<file path="src/shared/ide_dma_params.svh">
`ifndef IDE_DMA_PARAMS_SVH
`define IDE_DMA_PARAMS_SVH

// Word indices of the register port (byte address bits 7:2).
`define IDE_DMA_WORD_PRIMARY 6'h00
`define IDE_DMA_WORD_SECONDARY 6'h02

// Byte offsets of the four 16-bit registers.
`define IDE_DMA_OFF_CMD_PRI 8'h00
`define IDE_DMA_OFF_STAT_PRI 8'h02
`define IDE_DMA_OFF_CMD_SEC 8'h08
`define IDE_DMA_OFF_STAT_SEC 8'h0A

// Byte enable lanes inside the primary word.
`define IDE_DMA_LANE_CMD_LO 0
`define IDE_DMA_LANE_CMD_HI 1
`define IDE_DMA_LANE_STAT_LO 2
`define IDE_DMA_LANE_STAT_HI 3

// Command register fields.
`define IDE_DMA_CMD_GO_BIT 0
`define IDE_DMA_CMD_DIR_BIT 3

// Status register fields.
`define IDE_DMA_ST_ACTIVE_BIT 0
`define IDE_DMA_ST_FAULT_BIT 1
`define IDE_DMA_ST_DRIVE_BIT 2
`define IDE_DMA_ST_TABLE_END_BIT 4
`define IDE_DMA_ST_MASTER_CAP_BIT 5
`define IDE_DMA_ST_SLAVE_CAP_BIT 6
`define IDE_DMA_ST_BUS_ERR_BIT 8

// Reset values.
`define IDE_DMA_CMD_RESET 16'h0000
`define IDE_DMA_STAT_RESET 16'h0000

`endif

</file>
<file path="src/shared/ide_dma_pkg.sv">
package ide_dma_pkg;

    // Engine sequencing seen by the control and status registers.
    typedef enum logic [1:0] {
        st_idle,
        st_run,
        st_ended
    } engine_state_t;

    // State of the control and status block, all but the two reset synchroniser flip-flops.
    typedef struct packed {
        engine_state_t state;
        logic go;
        logic dir;
        logic active;
        logic fault;
        logic drive_flag;
        logic table_end;
        logic bus_err;
        logic master_cap;
        logic slave_cap;
        logic irq_meta;
        logic irq_sync;
        logic irq_prev;
        logic start_pulse;
        logic abort_pulse;
        logic [31:0] rdata;
    } ctrl_state_t;

endpackage

</file>
<file path="src/core/ide_dma_ctrl_status.sv">
// What this block does
// - Writing go bit one launches the engine.
// - Writing go bit zero ends transfer; no resume.
// - Go bit stays one after normal completion.
// - Zero while active aborts the running transaction.
// - Direction bit three: zero to drive, one from.
// - Secondary registers read zero, ignore writes.
// - Byte, halfword and combined word accesses accepted.
// - Writing go one sets the active flag.
// - Active clears when last descriptor finishes.
// - Active clears when software aborts the transfer.
// - Equal sizes, no table interrupt: 0,1,0.
// - Larger table: drive flag set, active stays.
// - Smaller table, no table interrupt: all zero.
// - Equal sizes with table interrupt: 1,1,0.
// - Smaller table with table interrupt: 1,0,0.
// - Fault flag set only by buffer over/underflow.
// - Fault flag cleared by writing one.
// - Drive flag: drive edge or transfer end; W1C.
// - Table end flag on last descriptor, if enabled.
//
// Our own choice: the address-and-strobe port.
`timescale 1ns/100ps
`include "ide_dma_params.svh"

module ide_dma_ctrl_status #(
    parameter int ADDR_W = 8
) (
    // Clock and reset.
    input wire logic mclk,
    input wire logic resetn,
    // Register port.
    input wire logic [ADDR_W-1:0] reg_addr,
    input wire logic [3:0] reg_be,
    input wire logic [31:0] reg_wdata,
    input wire logic reg_wr,
    input wire logic reg_rd,
    output logic [31:0] reg_rdata,
    // Reports from the transfer datapath, same clock.
    input wire logic desc_done,
    input wire logic desc_last,
    input wire logic buf_fault,
    input wire logic bus_fault,
    input wire logic xfer_done,
    input wire logic table_end_irq_enable,
    // Interrupt line of the drive, asynchronous pin.
    input wire logic drive_irq,
    // Controls to the transfer datapath.
    output logic engine_start,
    output logic engine_abort,
    output logic engine_running,
    output logic transfer_direction
);

    logic rst_meta;
    logic rst_n;
    ide_dma_pkg::ctrl_state_t q;
    ide_dma_pkg::ctrl_state_t next_q;
    logic word_primary;
    logic word_secondary;
    logic cmd_wr;
    logic stat_lo_wr;
    logic stat_hi_wr;
    logic drive_rise;

    // Packs the command register image; unused bits stay zero.
    function automatic logic [15:0] cmd_image(input ide_dma_pkg::ctrl_state_t s);
        logic [15:0] v;
        v = `IDE_DMA_CMD_RESET;
        v[`IDE_DMA_CMD_GO_BIT] = s.go;
        v[`IDE_DMA_CMD_DIR_BIT] = s.dir;
        return v;
    endfunction

    // Packs the status register image; the simplex bit and the other reserved bits read zero.
    function automatic logic [15:0] status_image(input ide_dma_pkg::ctrl_state_t s);
        logic [15:0] v;
        v = `IDE_DMA_STAT_RESET;
        v[`IDE_DMA_ST_ACTIVE_BIT] = s.active;
        v[`IDE_DMA_ST_FAULT_BIT] = s.fault;
        v[`IDE_DMA_ST_DRIVE_BIT] = s.drive_flag;
        v[`IDE_DMA_ST_TABLE_END_BIT] = s.table_end;
        v[`IDE_DMA_ST_MASTER_CAP_BIT] = s.master_cap;
        v[`IDE_DMA_ST_SLAVE_CAP_BIT] = s.slave_cap;
        v[`IDE_DMA_ST_BUS_ERR_BIT] = s.bus_err;
        return v;
    endfunction

    // Reset is asserted at once and released through two flip-flops.
    always_ff @(posedge mclk or negedge resetn) begin
        if (!resetn) begin
            rst_meta <= 1'b0;
            rst_n <= 1'b0;
        end else begin
            rst_meta <= 1'b1;
            rst_n <= rst_meta;
        end
    end

    // Address decode: the primary word holds command and status side by side.
    assign word_primary = (reg_addr[7:2] == `IDE_DMA_WORD_PRIMARY);
    assign word_secondary = (reg_addr[7:2] == `IDE_DMA_WORD_SECONDARY);
    assign cmd_wr = reg_wr && word_primary && reg_be[`IDE_DMA_LANE_CMD_LO];
    assign stat_lo_wr = reg_wr && word_primary && reg_be[`IDE_DMA_LANE_STAT_LO];
    assign stat_hi_wr = reg_wr && word_primary && reg_be[`IDE_DMA_LANE_STAT_HI];

    // A rising edge on the synchronised drive line; the first stage is not looked at.
    assign drive_rise = q.irq_sync && !q.irq_prev;

    // Next-state logic of the whole block.
    always_comb begin
        logic new_go;
        logic w1c_fault;
        logic w1c_drive;
        logic w1c_table;
        logic w1c_bus;
        logic set_fault;
        logic set_drive;
        logic set_table;
        logic set_bus;
        logic last_done;
        new_go = reg_wdata[`IDE_DMA_CMD_GO_BIT];
        next_q = q;
        next_q.start_pulse = 1'b0;
        next_q.abort_pulse = 1'b0;
        next_q.irq_meta = drive_irq;
        next_q.irq_sync = q.irq_meta;
        next_q.irq_prev = q.irq_sync;
        last_done = q.active && desc_done && desc_last;

        // Write-one-to-clear requests from the status byte lanes.
        w1c_fault = stat_lo_wr && reg_wdata[16 + `IDE_DMA_ST_FAULT_BIT];
        w1c_drive = stat_lo_wr && reg_wdata[16 + `IDE_DMA_ST_DRIVE_BIT];
        w1c_table = stat_lo_wr && reg_wdata[16 + `IDE_DMA_ST_TABLE_END_BIT];
        w1c_bus = stat_hi_wr && reg_wdata[16 + `IDE_DMA_ST_BUS_ERR_BIT];

        // Hardware events; each set beats a clear in the same cycle.
        set_fault = q.active && buf_fault;
        set_drive = drive_rise || (q.active && xfer_done);
        set_table = last_done && table_end_irq_enable;
        set_bus = q.active && bus_fault;

        if (set_fault) begin
            next_q.fault = 1'b1;
        end else if (w1c_fault) begin
            next_q.fault = 1'b0;
        end
        if (set_drive) begin
            next_q.drive_flag = 1'b1;
        end else if (w1c_drive) begin
            next_q.drive_flag = 1'b0;
        end
        if (set_table) begin
            next_q.table_end = 1'b1;
        end else if (w1c_table) begin
            next_q.table_end = 1'b0;
        end
        if (set_bus) begin
            next_q.bus_err = 1'b1;
        end else if (w1c_bus) begin
            next_q.bus_err = 1'b0;
        end

        // Software-owned capability bits have no effect on the engine.
        if (stat_lo_wr) begin
            next_q.master_cap = reg_wdata[16 + `IDE_DMA_ST_MASTER_CAP_BIT];
            next_q.slave_cap = reg_wdata[16 + `IDE_DMA_ST_SLAVE_CAP_BIT];
        end

        // Engine sequencing. A drive interrupt alone never ends the run, so a table
        // larger than the drive transfer leaves the engine active.
        unique case (q.state)
            ide_dma_pkg::st_idle, ide_dma_pkg::st_ended: begin
                if (cmd_wr && new_go && !q.go) begin
                    next_q.state = ide_dma_pkg::st_run;
                    next_q.active = 1'b1;
                    next_q.start_pulse = 1'b1;
                end
            end
            ide_dma_pkg::st_run: begin
                if (cmd_wr && !new_go) begin
                    next_q.state = ide_dma_pkg::st_idle;
                    next_q.active = 1'b0;
                    next_q.abort_pulse = 1'b1;
                end else if (last_done) begin
                    // Table exhausted: with equal sizes the drive flag comes from the
                    // transfer end, with a short table it stays clear.
                    next_q.state = ide_dma_pkg::st_ended;
                    next_q.active = 1'b0;
                end
            end
        endcase

        // The go bit only follows software; completion leaves it at one.
        if (cmd_wr) begin
            next_q.go = new_go;
            next_q.dir = reg_wdata[`IDE_DMA_CMD_DIR_BIT];
        end

        // Read data stand for exactly the cycle after the read strobe.
        next_q.rdata = 32'h0000_0000;
        if (reg_rd && word_primary) begin
            next_q.rdata = {status_image(q), cmd_image(q)};
        end else if (reg_rd && word_secondary) begin
            next_q.rdata = 32'h0000_0000;
        end
    end

    // State register.
    always_ff @(posedge mclk or negedge rst_n) begin
        if (!rst_n) begin
            q <= '{state: ide_dma_pkg::st_idle, rdata: 32'h0000_0000, default: 1'b0};
        end else begin
            q <= next_q;
        end
    end

    // Outputs come straight from the state register.
    assign reg_rdata = q.rdata;
    assign engine_start = q.start_pulse;
    assign engine_abort = q.abort_pulse;
    assign engine_running = q.active;
    assign transfer_direction = q.dir;

    // A clear of the fault flag with no fault arriving in the same cycle.
    function automatic logic w1c_check_fault();
        return stat_lo_wr && reg_wdata[16 + `IDE_DMA_ST_FAULT_BIT] && !(buf_fault && q.active);
    endfunction

    // A clear of the drive flag with no drive event in the same cycle.
    function automatic logic w1c_check_drive();
        return stat_lo_wr && reg_wdata[16 + `IDE_DMA_ST_DRIVE_BIT] && !drive_rise && !(q.active && xfer_done);
    endfunction

    // A clear of the table end flag with no reported last descriptor in the same cycle.
    function automatic logic w1c_check_table();
        return stat_lo_wr && reg_wdata[16 + `IDE_DMA_ST_TABLE_END_BIT]
            && !(q.active && desc_done && desc_last && table_end_irq_enable);
    endfunction

endmodule // ide_dma_ctrl_status

</file>
<file path="config.mk">
export PLATFORM = sky130hd
export DESIGN_NAME = ide_dma_ctrl_status
export DESIGN_NICKNAME = d
export VERILOG_FILES = /design/src/shared/ide_dma_pkg.sv /design/src/core/ide_dma_ctrl_status.sv
export VERILOG_INCLUDE_DIRS = /design/src /design/src/shared
export SDC_FILE = /design/constraint.sdc
export NUM_CORES = 1
export LEC_CHECK = 0
export ABC_AREA = 1
export BUFFER_PORTS_ARGS = -buffer_cell sky130_fd_sc_hd__buf_4
export CAP_MARGIN = 20
export CORE_UTILIZATION = 42
export DETAILED_ROUTE_END_ITERATION = 10
export PLACE_DENSITY = 0.83
export REMOVE_ABC_BUFFERS = 1
export SLEW_MARGIN = 40
export SYNTH_ARGS = -nofsm -noshare
export SYNTH_HDL_FRONTEND = slang
export SYNTH_SLANG_ARGS = --single-unit
export TNS_END_PERCENT = 100
</file>
<file path="constraint.sdc">
create_clock -name mclk -period 1.65 [get_ports mclk]
set_input_delay 0.2475 -clock mclk [delete_from_list [all_inputs] [get_ports mclk]]
set_output_delay 0.2475 -clock mclk [all_outputs]
set_load 0.01 [all_outputs]
</file>
==> flow_summary.html <==
<table>
<tr><th>Metric</th><th>Value</th></tr>
<tr><th colspan="2">Status</th></tr>
<tr><td>Status</td><td>complete, no violations</td></tr>
<tr><th colspan="2">Worst hold path</th></tr>
<tr><td>Worst hold path type</td><td>input pin to flip-flop</td></tr>
<tr><th colspan="2">Timing</th></tr>
<tr><td>Slew Viols, Final</td><td>0</td></tr>
<tr><td>Clock skew after layout</td><td>0.005302 ns</td></tr>
<tr><td>Sum of negative setup slack</td><td>0 ns</td></tr>
<tr><td>Fin worst setup slack</td><td>0.4144 ns</td></tr>
<tr><td>Fin Hold WS</td><td>0.1130 ns</td></tr>
<tr><td>Final critical-path share of the clock period</td><td>74.88%</td></tr>
<tr><td>Setup repair after global routing missed its margin</td><td>false</td></tr>
<tr><td>Achievable clock frequency</td><td>809.3 MHz</td></tr>
<tr><td>Final Hold Vio Count</td><td>0</td></tr>
<tr><td>Clock period minus final worst setup slack</td><td>1.236 ns</td></tr>
<tr><td>Final-report setup violation count</td><td>0</td></tr>
<tr><th colspan="2">Detailed routing</th></tr>
<tr><td>Routed met3 length</td><td>149 microns</td></tr>
<tr><td>Wire length the detailed router placed on met1</td><td>735 microns</td></tr>
<tr><td>Remaining design rule violation count</td><td>0</td></tr>
<tr><td>Routed wire length</td><td>1.865 mm</td></tr>
<tr><td>Total length of routed met2 wires</td><td>979 microns</td></tr>
<tr><td>Uppermost metal layer occupied by signal nets</td><td>met3</td></tr>
<tr><td>Mean routed wirelength per cell</td><td>9.419 microns</td></tr>
<tr><td>DRC marker count from the first detailed-route iteration</td><td>21</td></tr>
<tr><td>Total via count after detailed routing</td><td>800</td></tr>
<tr><td>Via/cell ratio</td><td>4.040</td></tr>
<tr><td>Number of nets still failing antenna checks after routing</td><td>0</td></tr>
<tr><td>Detailed Routing Iterations Pass 1</td><td>6</td></tr>
<tr><th colspan="2">Logic synthesis</th></tr>
<tr><td>Yosys warning total</td><td>0</td></tr>
<tr><td>Library cell occupying the most area in the post-synthesis netlist</td><td>sky130_fd_sc_hd__dfrtp_1</td></tr>
<tr><td>Synth top cells by count</td><td>sky130_fd_sc_hd__buf_4, sky130_fd_sc_hd__dfrtp_1, sky130_fd_sc_hd__nand2_1</td></tr>
<tr><td>Netlist Area Pre-Place</td><td>1215 sq um</td></tr>
<tr><td>Top_reg_cell synth</td><td>sky130_fd_sc_hd__dfrtp_1</td></tr>
<tr><td>Number of synthesized flops with an enable pin</td><td>0</td></tr>
<tr><td>Count of cell types in the netlist</td><td>17</td></tr>
<tr><td>Flip-flop and latch count after synthesis</td><td>26</td></tr>
<tr><td>Area share of the largest cell type after synthesis</td><td>53.55%</td></tr>
<tr><td>Fraction of synthesis flops using an asynchronous set or reset pin</td><td>100.0%</td></tr>
<tr><td>Most instantiated library cell after synthesis</td><td>sky130_fd_sc_hd__buf_4</td></tr>
<tr><td>Synth Area per Inst</td><td>9.346 sq um</td></tr>
<tr><td>Part of the Yosys area used for sequential elements</td><td>53.55%</td></tr>
<tr><td>Largest cells by area after synthesis</td><td>sky130_fd_sc_hd__dfrtp_1, sky130_fd_sc_hd__buf_4, sky130_fd_sc_hd__nand2_1</td></tr>
<tr><td>Number of standard cells after synthesis</td><td>130</td></tr>
<tr><th colspan="2">Pwr</th></tr>
<tr><td>Clock network fraction of total power</td><td>30.2%</td></tr>
<tr><td>Reported leakage power</td><td>0.8710 nW</td></tr>
<tr><td>Fraction of power consumed by sequential logic</td><td>51.5%</td></tr>
<tr><td>Worst supply voltage drop on vdd</td><td>0.8446 mV</td></tr>
<tr><td>Cell Int Power</td><td>1.056 mW</td></tr>
<tr><td>P per Cell Area</td><td>965.8 nW/um^2</td></tr>
<tr><td>Logic gate share of total power</td><td>18.3%</td></tr>
<tr><td>Switching share of power</td><td>25.97%</td></tr>
<tr><td>Total power consumption of the routed design</td><td>1.426 mW</td></tr>
<tr><td>Psw</td><td>370.3 uW</td></tr>
<tr><th colspan="2">Place</th></tr>
<tr><td># placed instances</td><td>192</td></tr>
<tr><td>Global placement routability congestion</td><td>0.6929</td></tr>
<tr><td>Number of I/O port buffers</td><td>40</td></tr>
<tr><td>Placement Setup Slack</td><td>0.3358 ns</td></tr>
<tr><td>Post-Place Cell Area</td><td>1404 sq um</td></tr>
<tr><td>Final HPWL DP</td><td>1.499 mm</td></tr>
<tr><th colspan="2">Floorplan</th></tr>
<tr><td>Die height</td><td>55.79 microns</td></tr>
<tr><td>Overall die area</td><td>3112 sq um</td></tr>
<tr><td>Number of standard-cell rows in the floorplan</td><td>19</td></tr>
<tr><td>Total I/O pin count</td><td>91</td></tr>
<tr><td>Starting utilization of the core area</td><td>44.06%</td></tr>
<tr><td>Horizontal die dimension</td><td>55.79 microns</td></tr>
<tr><td>Standard cell core area</td><td>2758 sq um</td></tr>
<tr><th colspan="2">Worst setup path</th></tr>
<tr><td>Path type of the worst setup path</td><td>flip-flop to primary output</td></tr>
<tr><td>Type of element capturing the critical path</td><td>primary output</td></tr>
<tr><td>Type of element launching the critical path</td><td>flip-flop</td></tr>
<tr><td>Worst path max stage delay</td><td>0.50 ns</td></tr>
<tr><td>CP bufs+invs</td><td>1</td></tr>
<tr><td>Top cell family by delay on the critical path</td><td>flip-flops</td></tr>
<tr><td>Top fanout value on the critical path</td><td>7</td></tr>
<tr><td>Required time at the endpoint of the critical path</td><td>1.40 ns</td></tr>
<tr><td>Sequence of cells on the critical path</td><td>buf_4</td></tr>
<tr><td>CP arrival</td><td>0.99 ns</td></tr>
<tr><td>Slowest stage cell, crit path</td><td>sky130_fd_sc_hd__dfrtp_1</td></tr>
<tr><th colspan="2">Global route</th></tr>
<tr><td>Overall overflow remaining after global route</td><td>0</td></tr>
<tr><td>Number of global-route vias before repair</td><td>761</td></tr>
<tr><td>Initial antenna violation count</td><td>0</td></tr>
<tr><td>Wire length of the first global-routing pass</td><td>3.208 mm</td></tr>
<tr><td>Pin count of the biggest net entering global routing</td><td>18</td></tr>
<tr><td>Total routing usage reported by global routing</td><td>13.33%</td></tr>
<tr><th colspan="2">Finish</th></tr>
<tr><td>Finished layout cell area</td><td>1476 sq um</td></tr>
<tr><td>Number of diodes added for antenna fixing</td><td>0</td></tr>
<tr><td>Final cell utilization of the core</td><td>53.54%</td></tr>
<tr><td>Synth-to-Final Area Change</td><td>21.52%</td></tr>
<tr><td>Number of non-filler instances in the completed layout</td><td>198</td></tr>
<tr><td>Number of fillers in the final layout</td><td>249</td></tr>
<tr><td>Number of nets in the layout</td><td>223</td></tr>
<tr><td>Fraction of layout cells with a size suffix above 1</td><td>30.54%</td></tr>
<tr><th colspan="2">CTS</th></tr>
<tr><td>Clock insertion delay at the later pin of the skew report</td><td>0.32 ns</td></tr>
<tr><td>Clock tree from TritonCTS</td><td>yes</td></tr>
<tr><td>Clock-pin transition on the worst setup and hold timing paths</td><td>0.14 ns</td></tr>
<tr><td># resized after CTS</td><td>0</td></tr>
<tr><td>Number of clock sinks</td><td>26</td></tr>
<tr><td>H-Tree Level Count</td><td>1</td></tr>
<tr><td>Buffer cell driving the clock tree root</td><td>sky130_fd_sc_hd__clkbuf_4</td></tr>
<tr><td>Maximum count of clock buffers along a single path</td><td>2</td></tr>
<tr><td>Number of buffers inserted during clock tree synthesis</td><td>3</td></tr>
<tr><th colspan="2">Job</th></tr>
<tr><td>Max-capacitance violation count</td><td>0</td></tr>
</table>
## what timing repair did
item | CTS | global route
hold buffers | 1 | 1
endpoints found under the hold margin | 2 | 1
setup buffers | 0 | 0
## cell type report
type	count	area (sq um)	share of cell area [%]
multi-input combinational	78	346.6	23.47
inverter	16	60.06	4.068
clock buffer	3	22.52	1.525
tap	31	38.79	2.627
timing repair buffer	43	327.8	22.20
sequential	26	650.6	44.07
clock inverter	1	30.03	2.034
## routing by layer
| metal | vias to the layer above | global-route usage, % |
|---|---|---|
| met5 | - | 0 |
| met4 | 0 | 2.143 |
| met3 | 0 | 5.116 |
| met2 | 44 | 23.24 |
| met1 | 347 | 15.85 |
| li1 | 409 | - |
## cell usage in the layout, fill, tap and decap left out
| cell | instances |
|---|---|
| sky130_fd_sc_hd__a21oi_1 | 1 |
| sky130_fd_sc_hd__a22oi_1 | 1 |
| sky130_fd_sc_hd__buf_4 | 41 |
| sky130_fd_sc_hd__bufinv_16 | 1 |
| sky130_fd_sc_hd__clkbuf_4 | 3 |
| sky130_fd_sc_hd__conb_1 | 24 |
| sky130_fd_sc_hd__dfrtp_1 | 26 |
| sky130_fd_sc_hd__dlygate4sd3_1 | 2 |
| sky130_fd_sc_hd__inv_1 | 16 |
| sky130_fd_sc_hd__nand2_1 | 21 |
| sky130_fd_sc_hd__nand2_2 | 1 |
| sky130_fd_sc_hd__nand2_4 | 1 |
| sky130_fd_sc_hd__nand3_1 | 1 |
| sky130_fd_sc_hd__nand4_1 | 2 |
| sky130_fd_sc_hd__nor2_1 | 16 |
| sky130_fd_sc_hd__nor2_4 | 2 |
| sky130_fd_sc_hd__o21a_1 | 1 |
| sky130_fd_sc_hd__o21ai_0 | 5 |
| sky130_fd_sc_hd__or2_2 | 1 |
| sky130_fd_sc_hd__or2_4 | 1 |
## registers in the layout, indices dropped and copies added, names as in the netlist
name                flops
engine_abort            1
engine_start            1
next_q                  2
q                      10
reg_rdata               9
rst_meta                1
rst_n                   1
transfer_direction      1
## power groups by stage
stage / sequential [mW] / combinational [mW] / clock (mW)
floorplan: 0.748 / 0.144 / 0
global placement: 0.747 / 0.253 / 0
detailed placement: 0.749 / 0.260 / 0
CTS: 0.735 / 0.263 / 0.446
global route: 0.742 / 0.302 / 0.470
finish: 0.734 / 0.261 / 0.431
## logic make-up (layout without fill, tap and decap cells)
| family | after synthesis | after routing | synth area share [%] |
|---|---|---|---|
| compound gates | 8 | 8 | 3.707 |
| buf+inv | 48 | 63 | 24.72 |
| flops | 26 | 26 | 53.55 |
| other cells | 2 | 24 | 0.6182 |
| simple gates | 46 | 46 | 17.41 |
## path summary, 6_finish.rpt
kind / from / endpoint / slack (ns) / cells after the start
setup / recovery: q[46]$_DFFE_PN0P_ / engine_running / 0.41 / 1
hold / removal: buf_fault / q[42]$_DFFE_PN0P_ / 0.11 / 3
setup reg to reg: q[46]$_DFFE_PN0P_ / q[47]$_DFFE_PN0P_ / 0.56 / 5
hold reg to reg: rst_n$_DFF_PN0_ / engine_start$_DFF_PN0_ / 0.12 / 0
max in group asynchronous: rst_n$_DFF_PN0_ / q[40]$_DFFE_PN0P_ / 1.01 / 1
min in group asynchronous: rst_n$_DFF_PN0_ / engine_start$_DFF_PN0_ / 0.12 / 0
(Power assumes the default switching activity.)
